===== src/core/cache_cfg_pkg.sv =====
// Purpose: constants and types of the cache and shadow config bank
// Assumes: registers are 8 bits wide, one per aligned Avalon word
// Notes: byte address is four times the register index
// ==========================================================
package cache_cfg_pkg;

  // ==========================================================
  // Addressing
  localparam int IDX_W = 8;
  localparam int ADDR_W = IDX_W + 2;
  localparam int DATA_W = 32;
  localparam int REG_W = 8;
  localparam logic [IDX_W-1:0] IDX_SHADOW = 8'h14;
  localparam logic [IDX_W-1:0] IDX_CHECK = 8'h15;
  localparam logic [IDX_W-1:0] IDX_CACHE1 = 8'h16;
  localparam logic [IDX_W-1:0] IDX_CACHE2 = 8'h17;
  localparam logic [IDX_W-1:0] IDX_RSVD = 8'h18;

  // ==========================================================
  // Reset values
  localparam logic [REG_W-1:0] RST_SHADOW = 8'h00;
  localparam logic [REG_W-1:0] RST_CHECK = 8'h20;
  localparam logic [REG_W-1:0] RST_CACHE1 = 8'h30;
  localparam logic [REG_W-1:0] RST_CACHE2 = 8'h00;
  localparam logic [REG_W-1:0] RD_ZERO = 8'h00;

  // ==========================================================
  // Field positions
  localparam int SH_READ = 4;
  localparam int SH_WRITE = 5;
  localparam int CK_LINEAR = 0;
  localparam int CK_CPU_LSB = 4;
  localparam int CK_MST_LSB = 6;
  localparam int C1_L1_EN = 0;
  localparam int C1_L2_EN = 1;
  localparam int C1_L1_WB = 2;
  localparam int C1_TAG8 = 3;
  localparam int C1_WR_NORM = 4;
  localparam int C1_RD_NORM = 5;
  localparam int C1_DATA_EARLY = 6;
  localparam int C1_TAG_EARLY = 7;
  localparam int C2_ORG_LSB = 0;
  localparam int C2_TWO_BANK = 2;
  localparam int C2_FMISS = 3;
  localparam int C2_FNDIRTY = 4;
  localparam int C2_FHIT = 5;
  localparam int C2_SH_L2 = 6;
  localparam int C2_SH_L1 = 7;
  localparam int BE_LANE = 0;

  // ==========================================================
  // Cycle decode
  localparam int CYC_ADDR_W = 24;
  localparam int REGION_LSB = 15;
  localparam int UPPER_LSB = 17;
  localparam logic [6:0] UPPER_TAG = 7'h07;
  localparam logic [1:0] TS_T1 = 2'h0;
  localparam logic [1:0] TS_T2 = 2'h1;
  localparam logic [1:0] TS_T3 = 2'h2;
  localparam logic [1:0] TS_RSVD = 2'h3;

  typedef enum logic [1:0] {
    BUS_IDLE = 2'h0,
    BUS_ACK = 2'h1
  } bus_st_t;

  typedef struct packed {
    logic linear_burst;
    logic [1:0] cpu_point;
    logic [1:0] master_point;
    logic l1_enable;
    logic l2_enable;
    logic l1_policy_select;
    logic eight_bit_tag_force_dirty;
    logic l2_write_normal;
    logic l2_read_normal;
    logic data_we_early;
    logic tag_we_early;
    logic [1:0] sram_org;
    logic two_bank;
    logic force_miss;
    logic force_non_dirty;
    logic force_hit;
  } cfg_t;

  typedef struct packed {
    logic shadow_local;
    logic to_bus;
    logic l2_cacheable;
    logic l2_write_protect;
    logic l1_cacheable;
    logic decode_strobe;
    logic l2_hit;
    logic l2_dirty;
  } cycle_out_t;

  typedef struct packed {
    bus_st_t bus;
    logic waitreq;
    logic [REG_W-1:0] rdata;
    logic [REG_W-1:0] shadow;
    logic [REG_W-1:0] check;
    logic [REG_W-1:0] cache1;
    logic [REG_W-1:0] cache2;
    cycle_out_t cyc;
  } st_t;

endpackage : cache_cfg_pkg


===== src/core/cache_shadow_cycle_config_regs.sv =====
// Purpose: config bank for shadow routing, check points and cache modes
// Assumes: Avalon-MM slave, one wait state, cycle inputs synchronous
// Notes: cycle outputs are registered, one clock after their inputs
//
// The Avalon-MM interface to the registers is this design's own decision.
`timescale 1ns/1ps
module cache_shadow_cycle_config_regs
  import cache_cfg_pkg::*;
(
  // Clock and reset
  input wire logic clk_sys,
  input wire logic nrst,
  // Avalon-MM slave
  input wire logic [ADDR_W-1:0] address,
  input wire logic read,
  input wire logic write,
  input wire logic [DATA_W-1:0] writedata,
  input wire logic [3:0] byteenable,
  output logic [DATA_W-1:0] readdata,
  output logic waitrequest,
  // Memory cycle under decode
  input wire logic cyc_valid,
  input wire logic cyc_write,
  input wire logic cyc_code,
  input wire logic cyc_master,
  input wire logic [CYC_ADDR_W-1:0] cyc_addr,
  input wire logic cyc_tstate_end,
  input wire logic [1:0] cyc_tstate,
  input wire logic tag_match,
  input wire logic line_dirty,
  // Configuration and cycle results
  output cfg_t cfg,
  output cycle_out_t cyc_out
);

  // ==========================================================
  // Helpers

  // Reserved point code is taken as T3, the slowest and safest
  function automatic logic point_match(
    input logic [1:0] sel,
    input logic [1:0] ts
  );
    logic [1:0] eff;
    eff = (sel == TS_RSVD) ? TS_T3 : sel;
    point_match = (eff == ts);
  endfunction : point_match

  function automatic logic [REG_W-1:0] reg_read(
    input logic [IDX_W-1:0] idx,
    input st_t s
  );
    case (idx)
      IDX_SHADOW: reg_read = s.shadow;
      IDX_CHECK: reg_read = s.check;
      IDX_CACHE1: reg_read = s.cache1;
      IDX_CACHE2: reg_read = s.cache2;
      default: reg_read = RD_ZERO;
    endcase
  endfunction : reg_read

  // ==========================================================
  // State

  st_t st;
  st_t next_st;
  logic [IDX_W-1:0] reg_idx;
  logic lane_ok;
  logic in_upper;
  logic [1:0] region;
  logic region_on;
  logic route_local;
  logic [1:0] point_sel;
  logic l2_raw_hit;

  assign reg_idx = address[ADDR_W-1:2];
  assign lane_ok = byteenable[BE_LANE];
  assign in_upper = (cyc_addr[CYC_ADDR_W-1:UPPER_LSB] == UPPER_TAG);
  assign region = cyc_addr[UPPER_LSB-1:REGION_LSB];

  // ==========================================================
  // Next state

  always_comb begin
    next_st = st;
    next_st.waitreq = 1'b1;

    // Bus: request seen in idle, answered next cycle
    case (st.bus)
      BUS_IDLE: begin
        if (read || write) begin
          next_st.bus = BUS_ACK;
          next_st.waitreq = 1'b0;
          next_st.rdata = reg_read(reg_idx, st);
        end
      end
      BUS_ACK: begin
        next_st.bus = BUS_IDLE;
        // Write lands on the edge that sees waitrequest low
        if (write && lane_ok) begin
          case (reg_idx)
            IDX_SHADOW: next_st.shadow = writedata[REG_W-1:0];
            IDX_CHECK: next_st.check = writedata[REG_W-1:0];
            IDX_CACHE1: next_st.cache1 = writedata[REG_W-1:0];
            IDX_CACHE2: next_st.cache2 = writedata[REG_W-1:0];
            default: next_st.rdata = st.rdata;
          endcase
        end
      end
      default: begin
        next_st.bus = BUS_IDLE;
      end
    endcase

    // Shadow routing
    region_on = st.shadow[region];
    if (cyc_write) begin
      route_local = st.shadow[SH_WRITE];
    end else begin
      route_local = st.shadow[SH_READ];
    end
    next_st.cyc.shadow_local = cyc_valid && in_upper && region_on && route_local;
    next_st.cyc.to_bus = cyc_valid && in_upper && !(region_on && route_local);

    // Shadow cacheability
    next_st.cyc.l2_cacheable = next_st.cyc.shadow_local && st.cache2[C2_SH_L2];
    next_st.cyc.l2_write_protect = next_st.cyc.l2_cacheable && cyc_write;
    next_st.cyc.l1_cacheable = next_st.cyc.shadow_local && !cyc_code && st.cache2[C2_SH_L1];

    // Check point strobe for decode and tag compare
    if (cyc_master) begin
      point_sel = st.check[CK_MST_LSB +: 2];
    end else begin
      point_sel = st.check[CK_CPU_LSB +: 2];
    end
    next_st.cyc.decode_strobe = cyc_valid && cyc_tstate_end && point_match(point_sel, cyc_tstate);

    // L2 lookup; forced miss wins over forced hit
    l2_raw_hit = tag_match;
    if (st.cache2[C2_FMISS]) begin
      l2_raw_hit = 1'b0;
    end else if (st.cache2[C2_FHIT]) begin
      l2_raw_hit = 1'b1;
    end
    next_st.cyc.l2_hit = st.cache1[C1_L2_EN] && l2_raw_hit;

    // Dirty; diagnostic non-dirty wins over tag-8 forcing
    if (st.cache2[C2_FNDIRTY]) begin
      next_st.cyc.l2_dirty = 1'b0;
    end else if (st.cache1[C1_TAG8]) begin
      next_st.cyc.l2_dirty = 1'b1;
    end else begin
      next_st.cyc.l2_dirty = line_dirty;
    end
  end

  // ==========================================================
  // Registers

  always_ff @(posedge clk_sys or negedge nrst) begin
    if (!nrst) begin
      st.bus <= BUS_IDLE;
      st.waitreq <= 1'b1;
      st.rdata <= RD_ZERO;
      st.shadow <= RST_SHADOW;
      st.check <= RST_CHECK;
      st.cache1 <= RST_CACHE1;
      st.cache2 <= RST_CACHE2;
      st.cyc <= '0;
    end else begin
      st <= next_st;
    end
  end

  // ==========================================================
  // Outputs

  assign readdata = {{(DATA_W-REG_W){1'b0}}, st.rdata};
  assign waitrequest = st.waitreq;
  assign cyc_out = st.cyc;

  assign cfg.linear_burst = st.check[CK_LINEAR];
  assign cfg.cpu_point = st.check[CK_CPU_LSB +: 2];
  assign cfg.master_point = st.check[CK_MST_LSB +: 2];
  assign cfg.l1_enable = st.cache1[C1_L1_EN];
  assign cfg.l2_enable = st.cache1[C1_L2_EN];
  assign cfg.l1_policy_select = st.cache1[C1_L1_WB];
  assign cfg.eight_bit_tag_force_dirty = st.cache1[C1_TAG8];
  assign cfg.l2_write_normal = st.cache1[C1_WR_NORM];
  assign cfg.l2_read_normal = st.cache1[C1_RD_NORM];
  assign cfg.data_we_early = st.cache1[C1_DATA_EARLY];
  assign cfg.tag_we_early = st.cache1[C1_TAG_EARLY];
  assign cfg.sram_org = st.cache2[C2_ORG_LSB +: 2];
  assign cfg.two_bank = st.cache2[C2_TWO_BANK];
  assign cfg.force_miss = st.cache2[C2_FMISS];
  assign cfg.force_non_dirty = st.cache2[C2_FNDIRTY];
  assign cfg.force_hit = st.cache2[C2_FHIT];

  logic wd_bit_l1;
  logic wd_bit_two_bank;
  assign wd_bit_l1 = writedata[C1_L1_EN];
  assign wd_bit_two_bank = writedata[C2_TWO_BANK];
endmodule : cache_shadow_cycle_config_regs


===== config.mk =====
export PLATFORM = sky130hd
export DESIGN_NAME = cache_shadow_cycle_config_regs
export DESIGN_NICKNAME = d
export VERILOG_FILES = /design/src/core/cache_cfg_pkg.sv /design/src/core/cache_shadow_cycle_config_regs.sv
export SDC_FILE = /design/constraint.sdc
export NUM_CORES = 1
export LEC_CHECK = 0
export ABC_AREA = 1
export BUFFER_PORTS_ARGS = -buffer_cell sky130_fd_sc_hd__buf_2
export CAP_MARGIN = 20
export CORE_UTILIZATION = 35
export CTS_CLUSTER_SIZE = 14
export DETAILED_ROUTE_END_ITERATION = 10
export PLACE_DENSITY_LB_ADDON = 0.08
export SKIP_LAST_GASP = 1
export SLEW_MARGIN = 10
export SYNTH_ARGS = -nofsm -noshare
export SYNTH_HDL_FRONTEND = slang
export SYNTH_SLANG_ARGS = --single-unit

===== constraint.sdc =====
create_clock -name clk_sys -period 1.1 [get_ports clk_sys]
set_input_delay 0.11 -clock clk_sys [delete_from_list [all_inputs] [get_ports clk_sys]]
set_output_delay 0.11 -clock clk_sys [all_outputs]
set_load 0.05 [all_outputs]

==> results of run 1 <==
-- power groups by stage --
| stage | Clock [mW] | Combinational [mW] | Sequential [mW] |
|---|---|---|---|
| finish | 1.07 | 0.711 | 1.91 |
| detailed placement | 0 | 0.637 | 1.94 |
| CTS | 1.10 | 0.686 | 1.90 |
| global placement | 0 | 0.636 | 1.94 |
| floorplan | 0 | 0.499 | 1.95 |
| global route | 1.17 | 0.767 | 1.91 |
-- final timing paths --
check | cells after the start | from | slack, ps | to
max | 2 | cfg[17] | -110 | cfg[17]
min | 3 | line_dirty | 20 | cyc_out[0]
max reg2reg | 6 | st[49] | -100 | cfg[16]
min reg2reg | 1 | cfg[1] | 480 | cyc_out[0]
max in group asynchronous | 3 | nrst | 480 | cfg[8]
min in group asynchronous | 3 | nrst | 320 | cyc_out[3]
-- worst max-delay path, cell delays in order, from the launching register on --
cell     delay [ps]
dfstp_2         550
buf_6           110
buf_8           130
-- layer usage --
layer | up-vias | wire length (µm)
met5 | - | 0
met2 | 62 | 3581
met3 | 6 | 304
met1 | 1076 | 3566
li1 | 1143 | -
met4 | 0 | 75
-- flip-flops by register name, summed over array words and instances (netlist names) --
| name | flops |
|---|---|
| waitrequest | 1 |
| cyc_out | 8 |
| readdata | 8 |
| cfg | 19 |
| st | 14 |
-- final cells by class --
type | count | area [µm²] | share of cell area (%)
Clock buffer | 5 | 68.82 | 1.803
Clock inverter | 2 | 15.01 | 0.3934
Inverter | 27 | 106.4 | 2.787
Multi-Input combinational cell | 218 | 1346 | 35.28
Sequential cell | 50 | 1259 | 32.98
Tap cell | 105 | 131.4 | 3.443
Timing Repair Buffer | 109 | 889.6 | 23.31
-- logic make-up after synthesis --
family,count (synthesis),synth area share [%]
xor gates and xnor gates,1,0.2949
other,1,0.1262
and+or+nand+nor,147,26.41
buffers and inverters,94,20.77
AOI/OAI and AO/OA,43,10.11
DFF,50,42.29
-- layout by cell type, fill, tap and decap left out, types with 2 or more instances in the layout --
| cell type | Yosys | layout |
|---|---|---|
| buf_12 | 0 | 7 |
| buf_2 | 1 | 50 |
| buf_4 | 62 | 27 |
| buf_6 | 4 | 9 |
| buf_8 | 0 | 7 |
| clkbuf_4 | 0 | 6 |
| clkbuf_8 | 0 | 5 |
| clkinvlp_4 | 0 | 2 |
| conb_1 | 1 | 24 |
| dfrtp_1 | 46 | 44 |
| dfrtp_2 | 0 | 2 |
| dfstp_2 | 4 | 4 |
| dlygate4sd3_1 | 0 | 2 |
| inv_1 | 25 | 25 |
| nand2_1 | 82 | 69 |
| nand2_2 | 2 | 9 |
| nand2_4 | 3 | 9 |
| nand3_1 | 36 | 34 |
| nand3_2 | 1 | 2 |
| nand3_4 | 2 | 4 |
| nand3b_1 | 2 | 2 |
| nor2_1 | 7 | 7 |
| nor2_4 | 2 | 4 |
| nor2_8 | 5 | 5 |
| o21a_1 | 13 | 13 |
| o21ai_0 | 12 | 2 |
| o21ai_1 | 4 | 6 |
| o21ai_2 | 14 | 21 |
-- per-stage QoR --
stage          TNS, ps  power [mW]  utilization (%)
5_1_grt          -4958       3.852            46.44
4_1_cts          -2867       3.689            43.78
3_5_place_dp     -5127       2.573            39.71
3_3_place_gp     -4626       2.571            39.71
6_report         -2481       3.683            46.44
2_1_floorplan   -45.30       2.448                -
-- repair_timing --
action,CTS,global route
gates cloned,1,3
buffers inserted,9,6
gates resized for setup,54,41
hold endpoints to repair,47,0
hold buffers,2,0
endpoints found under the setup margin,55,59
pin swaps,5,5
==> impl_results.html, run 1 <==
<table>
<tr><th>Metric</th><th>Value</th></tr>
<tr><th colspan="2">Outcome</th></tr>
<tr><td>Run status</td><td>finished with violations</td></tr>
<tr><td>Failing checks</td><td>setup timing</td></tr>
<tr><th colspan="2">Floorplan</th></tr>
<tr><td>Row count</td><td>33</td></tr>
<tr><td>Die width</td><td>approximately 94 µm</td></tr>
<tr><td>Overall die area</td><td>8860 µm²</td></tr>
<tr><td>Placeable core region</td><td>a little over 8000 µm²</td></tr>
<tr><td>I/O pin count</td><td>roughly 140</td></tr>
<tr><td>Initial standard-cell utilization of the core</td><td>between 30% and 40%</td></tr>
<tr><td>Floorplan die height</td><td>about 94 µm</td></tr>
<tr><th colspan="2">GRT</th></tr>
<tr><td>Routing usage on met2</td><td>approximately 28%</td></tr>
<tr><td>Wire length of the first global-routing pass</td><td>between 10000 and 15000 µm</td></tr>
<tr><td>Global routing usage on met1</td><td>23.59%</td></tr>
<tr><td>Vias in the first global route</td><td>between 2k and 2.5k</td></tr>
<tr><td>Pin count of the biggest net entering global routing</td><td>roughly 50</td></tr>
<tr><td>Number of antenna violations at the first check in global routing</td><td>0</td></tr>
<tr><td>Most used routing layer</td><td>met2</td></tr>
<tr><td>Met3 Track Usage GR</td><td>about 2.6%</td></tr>
<tr><td>Global route total overflow</td><td>0</td></tr>
<tr><td>Total track usage</td><td>17.18%</td></tr>
<tr><th colspan="2">Yosys</th></tr>
<tr><td>Area fraction of the dominant cell type after synthesis</td><td>just under 40%</td></tr>
<tr><td>Number of cells produced by synthesis</td><td>between 300 and 400</td></tr>
<tr><td>Total of flip-flops plus latches after synthesis</td><td>50</td></tr>
<tr><td>Fraction of registers with async set or reset after synthesis</td><td>100.0%</td></tr>
<tr><td>Sequential share of the synthesized area</td><td>42.29%</td></tr>
<tr><td>Primary flip-flop cell chosen by synthesis mapping</td><td>dfrtp_1</td></tr>
<tr><td>Synth warn</td><td>0</td></tr>
<tr><td>Count of distinct cell types in the synthesized netlist</td><td>27</td></tr>
<tr><td>Most frequent cell after synthesis</td><td>nand2_1</td></tr>
<tr><td>Synth top area cells</td><td>dfrtp_1, buf_4, nand2_1, nand3_1, o21ai_2</td></tr>
<tr><td>Top cell type by total area after synthesis</td><td>dfrtp_1</td></tr>
<tr><td>Total standard cell area after synthesis</td><td>roughly 3000 µm²</td></tr>
<tr><td>Number of enable-type register cells in the synthesized netlist</td><td>0</td></tr>
<tr><td>Mean Syn Cell Area</td><td>between 8 and 9 µm²</td></tr>
<tr><td>Top cells by instance count after synthesis</td><td>nand2_1, buf_4, dfrtp_1, nand3_1, inv_1</td></tr>
<tr><th colspan="2">Power</th></tr>
<tr><td>Internal power summed over all cells</td><td>2.525 mW</td></tr>
<tr><td>Part of the total power dissipated in the clock network</td><td>28.9%</td></tr>
<tr><td>Comb power frac</td><td>about a fifth</td></tr>
<tr><td>Leakage power summed over all cells</td><td>~2.1 nW</td></tr>
<tr><td>Proportion of power drawn by flip-flops and latches</td><td>roughly half</td></tr>
<tr><td>Switching power of the nets</td><td>around 1.2 mW</td></tr>
<tr><td>Power Dens Cells</td><td>a little under 1000 nW/µm²</td></tr>
<tr><td>Switching power as a share of total power</td><td>a little under a third</td></tr>
<tr><td>Worst IR Drop VDD</td><td>447.4 µV</td></tr>
<tr><th colspan="2">Run</th></tr>
<tr><td>Count of maximum capacitance violations</td><td>0</td></tr>
<tr><th colspan="2">Layout</th></tr>
<tr><td>Layout cells sized above 1</td><td>roughly 44%</td></tr>
<tr><td>Layout Area Growth over Synthesis</td><td>28.48%</td></tr>
<tr><td>Antenna diode instance count</td><td>0</td></tr>
<tr><td>Nets</td><td>494</td></tr>
<tr><td>Final Non-Filler Cells</td><td>approximately 520</td></tr>
<tr><td>FILL cells</td><td>847</td></tr>
<tr><td>Design area</td><td>between 3000 and 4000 µm²</td></tr>
<tr><th colspan="2">Drt</th></tr>
<tr><td>Detailed Route WL</td><td>between 7000 and 8000 µm</td></tr>
<tr><td>Number of search-and-repair iterations in the first detailed-routing pass</td><td>4</td></tr>
<tr><td>Routed wire length per instance</td><td>roughly 15 µm</td></tr>
<tr><td>ANT nets after route</td><td>0</td></tr>
<tr><td>Routed vias/inst</td><td>between 4 and 5</td></tr>
<tr><td>Count of unresolved DRC violations after routing</td><td>0</td></tr>
<tr><td>Iter 0 DRT Violations</td><td>67</td></tr>
<tr><td>Number of vias in the routed layout</td><td>about 2.3k</td></tr>
<tr><th colspan="2">Clock tree</th></tr>
<tr><td>Number of buffers on the longest clock path</td><td>2</td></tr>
<tr><td>CTS tree</td><td>built</td></tr>
<tr><td>CTS H-Tree Depth</td><td>2</td></tr>
<tr><td>Clock tree sinks</td><td>50</td></tr>
<tr><td>Reg clk slew, reported paths</td><td>about 90 ps</td></tr>
<tr><td>Root Driver</td><td>clkbuf_8</td></tr>
<tr><td>Clk Latency, worst-skew pair</td><td>300 ps</td></tr>
<tr><td>Number of buffers created by CTS</td><td>5</td></tr>
<tr><th colspan="2">Timing</th></tr>
<tr><td>Highest clock rate</td><td>826.4 MHz</td></tr>
<tr><td>Final critical-path share of the clock period</td><td>110.0%</td></tr>
<tr><td>Setup repair after global routing missed its margin</td><td>yes</td></tr>
<tr><td>Hold violation count in the final report</td><td>0</td></tr>
<tr><td>Final count of pins violating max slew</td><td>0</td></tr>
<tr><td>Crit path time final</td><td>around 1200 ps</td></tr>
<tr><td>Worst Hold Slack</td><td>16.82 ps</td></tr>
<tr><td>Worst-case setup margin in the final layout</td><td>-110.1 ps</td></tr>
<tr><td>Final count of negative-setup-slack endpoints</td><td>35</td></tr>
<tr><td>Worst Skew</td><td>6.094 ps</td></tr>
<tr><th colspan="2">Worst setup path</th></tr>
<tr><td>Data arrival time of the critical path</td><td>about 1100 ps</td></tr>
<tr><td>Worst-path maximum fanout</td><td>3</td></tr>
<tr><td>Critical path data required time</td><td>~990 ps</td></tr>
<tr><td>CP Class</td><td>reg -&gt; out</td></tr>
<tr><td>Startpoint Class</td><td>flip-flop</td></tr>
<tr><td>Endpoint class of the critical path</td><td>primary output</td></tr>
<tr><th colspan="2">Place</th></tr>
<tr><td>Port buffer count</td><td>74</td></tr>
<tr><td>Standard cell area after detailed placement</td><td>3263 µm²</td></tr>
<tr><td>Post-DP HPWL</td><td>about 5000 µm</td></tr>
<tr><td>Final weighted congestion of routability-driven global placement</td><td>about 0.76</td></tr>
<tr><td>Setup slack after placement</td><td>-181.6 ps</td></tr>
<tr><td>Instance count after placement with tap cells included</td><td>490</td></tr>
<tr><th colspan="2">Min path</th></tr>
<tr><td>Worst Hold Class</td><td>in -&gt; reg</td></tr>
</table>
Power figures use the tool's default switching activity.
==> run 2, diff against run 1 <==
Settings changed: SETUP_SLACK_MARGIN set to 0.02.
==> run 2 against run 1 <==
  * The run still ends with setup timing left
  * Critical path depth stayed put
  * Sequential power hardly changed
  * Clock power hardly changed
  * Largest cell class unchanged
  * Largest power group unchanged
  * Highest routed layer unchanged
==> impl_results.html, run 2 (synthesis results as in run 1) <==
<table>
<tr><th>Metric</th><th>Value</th></tr>
<tr><th colspan="2">Worst setup path</th></tr>
<tr><td>Origin of the critical flop-to-flop path</td><td>st[49]</td></tr>
<tr><td>Ordered list of cells on the worst path</td><td>buf_6, buf_8</td></tr>
<tr><td>Worst-path maximum fanout</td><td>2 (-1)</td></tr>
<tr><td>Cell at the slowest stage of the critical path</td><td>dfstp_2</td></tr>
<tr><td>Path depth of the worst reg2reg path</td><td>6 (unchanged)</td></tr>
<tr><td>CP Class</td><td>reg -&gt; out</td></tr>
<tr><td>Kind of cell with the highest combined delay on the critical path</td><td>flip-flops</td></tr>
<tr><td>Critical path data required time</td><td>990 ps (about the same)</td></tr>
<tr><td>Longest individual stage delay on the worst path</td><td>560 ps (about the same)</td></tr>
<tr><td>Destination of the worst register-to-register timing path</td><td>st[27]</td></tr>
<tr><td>Startpoint Class</td><td>flip-flop</td></tr>
<tr><td>Data arrival time of the critical path</td><td>1100 ps (about the same)</td></tr>
<tr><td>Number of buffer and inverter instances along the worst setup path</td><td>2 (unchanged)</td></tr>
<tr><td>Slack of the worst reg-to-reg path</td><td>-80 ps (+20 ps)</td></tr>
<tr><td>Endpoint class of the critical path</td><td>primary output</td></tr>
<tr><th colspan="2">GRT</th></tr>
<tr><td>Met3 Track Usage GR</td><td>2.832% (+0.24 points)</td></tr>
<tr><td>Most used routing layer</td><td>met2</td></tr>
<tr><td>Global route total overflow</td><td>0 (unchanged)</td></tr>
<tr><td>Routing usage on met2</td><td>29.56% (+1.5 points)</td></tr>
<tr><td>Pin count of the biggest net entering global routing</td><td>51 (unchanged)</td></tr>
<tr><td>Total track usage</td><td>18.45% (+1.3 points)</td></tr>
<tr><td>Global routing usage on met1</td><td>25.94% (+2.3 points)</td></tr>
<tr><td>Vias in the first global route</td><td>2259 (+5.8%)</td></tr>
<tr><td>Number of antenna violations at the first check in global routing</td><td>0 (unchanged)</td></tr>
<tr><td>Wire length of the first global-routing pass</td><td>12140 µm (+6.4%)</td></tr>
<tr><th colspan="2">Layout</th></tr>
<tr><td>Final Util</td><td>48.12% (+1.7 points)</td></tr>
<tr><td>FILL cells</td><td>829 (-2.1%)</td></tr>
<tr><td>Flip-flop count of the largest register after layout</td><td>19 (unchanged)</td></tr>
<tr><td>Layout cells sized above 1</td><td>48.10% (+4.3 points)</td></tr>
<tr><td>Most common cell after layout, fill and taps aside</td><td>nand2_1</td></tr>
<tr><td>Layout Area Growth over Synthesis</td><td>33.11%</td></tr>
<tr><td>Area taken by multi-input logic gates</td><td>1405 µm² (+4.4%)</td></tr>
<tr><td>Final Non-Filler Cells</td><td>525 (+1.7%)</td></tr>
<tr><td>Commonest cells after routing, fill and taps aside</td><td>nand2_1, buf_2, dfrtp_1</td></tr>
<tr><td>Nets</td><td>502 (+1.6%)</td></tr>
<tr><td>Area taken by flip-flops and latches</td><td>1257 µm² (about the same)</td></tr>
<tr><td>Antenna diode instance count</td><td>0 (unchanged)</td></tr>
<tr><th colspan="2">Power</th></tr>
<tr><td>Internal power summed over all cells</td><td>2.552 mW (+1.1%)</td></tr>
<tr><td>Part of the total power dissipated in the clock network</td><td>29.2% (+0.3 points)</td></tr>
<tr><td>Power Dens Cells</td><td>939.7 nW/µm² (-2.6%)</td></tr>
<tr><td>Proportion of power drawn by flip-flops and latches</td><td>51.3% (-0.4 points)</td></tr>
<tr><td>Switching power as a share of total power</td><td>31.31% (-0.11 points)</td></tr>
<tr><td>Comb power frac</td><td>19.6% (+0.3 points)</td></tr>
<tr><td>Worst IR Drop VDD</td><td>543.7 µV (+22%)</td></tr>
<tr><td>Leakage power summed over all cells</td><td>2.133 nW (+2.9%)</td></tr>
<tr><td>Switching power of the nets</td><td>1.163 mW (+0.53%)</td></tr>
<tr><th colspan="2">Clock tree</th></tr>
<tr><td>Clock tree sinks</td><td>50 (unchanged)</td></tr>
<tr><td>CTS H-Tree Depth</td><td>2 (unchanged)</td></tr>
<tr><td>Number of buffers on the longest clock path</td><td>2 (unchanged)</td></tr>
<tr><td>Clk Latency, worst-skew pair</td><td>310 ps (about the same)</td></tr>
<tr><td>CTS tree</td><td>built</td></tr>
<tr><td>Root Driver</td><td>clkbuf_8</td></tr>
<tr><td>Number of buffers created by CTS</td><td>5 (unchanged)</td></tr>
<tr><td>Reg clk slew, reported paths</td><td>100 ps (about the same)</td></tr>
<tr><th colspan="2">Drt</th></tr>
<tr><td>Routed vias/inst</td><td>4.419 (-0.30%)</td></tr>
<tr><td>Detailed Route WL</td><td>7386 µm (-1.9%)</td></tr>
<tr><td>Count of unresolved DRC violations after routing</td><td>0 (unchanged)</td></tr>
<tr><td>Iter 0 DRT Violations</td><td>115 (+72%)</td></tr>
<tr><td>Number of vias in the routed layout</td><td>2320 (+1.4%)</td></tr>
<tr><td>Number of search-and-repair iterations in the first detailed-routing pass</td><td>4 (unchanged)</td></tr>
<tr><td>ANT nets after route</td><td>0 (unchanged)</td></tr>
<tr><td>Routed wire length per instance</td><td>14.07 µm (-3.6%)</td></tr>
<tr><th colspan="2">Timing</th></tr>
<tr><td>Worst Skew</td><td>13.36 ps (+7.263 ps)</td></tr>
<tr><td>Final count of pins violating max slew</td><td>0 (unchanged)</td></tr>
<tr><td>Final count of negative-setup-slack endpoints</td><td>35 (unchanged)</td></tr>
<tr><td>Worst-case setup margin in the final layout</td><td>-110.5 ps (-0.4110 ps)</td></tr>
<tr><td>Worst Hold Slack</td><td>26.76 ps (+9.943 ps)</td></tr>
<tr><td>Highest clock rate</td><td>826.1 MHz (about the same)</td></tr>
<tr><td>Crit path time final</td><td>1210 ps (+0.4110 ps)</td></tr>
<tr><td>Setup repair after global routing missed its margin</td><td>yes</td></tr>
<tr><td>Final critical-path share of the clock period</td><td>110.0% (about the same)</td></tr>
<tr><td>Hold violation count in the final report</td><td>0 (unchanged)</td></tr>
<tr><th colspan="2">Min path</th></tr>
<tr><td>Min-delay src</td><td>line_dirty</td></tr>
<tr><td>Worst Hold Class</td><td>in -&gt; reg</td></tr>
<tr><td>Hold-critical path endpoint</td><td>cyc_out[0]</td></tr>
<tr><td>Hold path cells</td><td>3 (unchanged)</td></tr>
<tr><th colspan="2">Outcome</th></tr>
<tr><td>Run status</td><td>finished with violations</td></tr>
<tr><td>Failing checks</td><td>setup timing</td></tr>
<tr><th colspan="2">Place</th></tr>
<tr><td>Post-DP HPWL</td><td>4993 µm (-0.44%)</td></tr>
<tr><td>Instance count after placement with tap cells included</td><td>491 (+0.20%)</td></tr>
<tr><td>Final weighted congestion of routability-driven global placement</td><td>0.7548 (-1.3%)</td></tr>
<tr><td>Port buffer count</td><td>74 (unchanged)</td></tr>
<tr><th colspan="2">Floorplan</th></tr>
<tr><td>Placeable core region</td><td>8217 µm² (unchanged)</td></tr>
<tr><td>Die width</td><td>94.13 µm (unchanged)</td></tr>
<tr><td>Floorplan die height</td><td>94.13 µm (unchanged)</td></tr>
<tr><td>Initial standard-cell utilization of the core</td><td>36.15% (unchanged)</td></tr>
<tr><td>I/O pin count</td><td>143 (unchanged)</td></tr>
<tr><td>Overall die area</td><td>8860 µm² (unchanged)</td></tr>
<tr><td>Row count</td><td>33 (unchanged)</td></tr>
<tr><th colspan="2">Run</th></tr>
<tr><td>Count of maximum capacitance violations</td><td>0 (unchanged)</td></tr>
</table>
run 2: power groups by stage:
stage / logic (mW) / clock network (mW) / registers (mW)
2_1_floorplan: 0.499 / 0 / 1.95
3_3_place_gp: 0.638 / 0 / 1.94
3_5_place_dp: 0.643 / 0 / 1.94
4_1_cts: 0.719 / 1.12 / 1.91
5_1_grt: 0.784 / 1.21 / 1.91
6_report: 0.728 / 1.08 / 1.90
run 2: metal layers:
layer,share of wire (%),up-vias
met4,1.2,0
met5,0,-
met3,4.1,8
met1,47,1084
met2,48,64
li1,-,1164
run 2: area by class of cell:
cell class                      count  share of cell area (%)
Inverter                           27                   2.690
Clock buffer                        6                   1.835
Sequential cell                    50                   31.80
Clock inverter                      2                  0.3481
Tap cell                          105                   3.323
Timing Repair Buffer              117                   24.46
Multi-Input combinational cell    218                   35.54
run 2: timing repair:
item / 4_1_cts / 5_1_grt
buffers inserted: 17 / 5
cloned: 4 / 0
hold endpoints to repair: 47 / 0
gates resized for setup: 65 / 51
pin swaps: 8 / 13
hold buffers: 2 / 0
endpoints found under the setup margin: 61 / 61
run 2: metrics by stage:
stage | cell area (µm²) | TNS (ps) | power [mW] | worst slack [ps]
floorplan | 3080 | -23.85 | 2.449 | -10.79
global placement | 3276 | -4190 | 2.576 | -161.1
detailed placement | 3276 | -4614 | 2.580 | -168.7
CTS | 3770 | -2237 | 3.740 | -126.6
global route | 3954 | -4387 | 3.909 | -166.5
finish | 3954 | -1370 | 3.715 | -110.5
run 2: how the worst max path moves through the flow:
stage	start	endpoint	slack, ps	cells past startpoint
2_1_floorplan	st[49]	cfg[7]	-10	6
3_3_place_gp	address[6]	readdata[1]	-160	9
3_5_place_dp	address[5]	st[26]	-170	8
4_1_cts	cfg[17]	cfg[17]	-130	2
5_1_grt	st[49]	st[27]	-170	6
6_report	cfg[17]	cfg[17]	-110	2
run 2: worst reg2reg max path: stages, from the launching register on:
cell	delay, ps
dfrtp_1	360
buf_6	100
nand3_4	80
buf_12	170
nor2_8	180
nand2_1	80
o21a_1	100
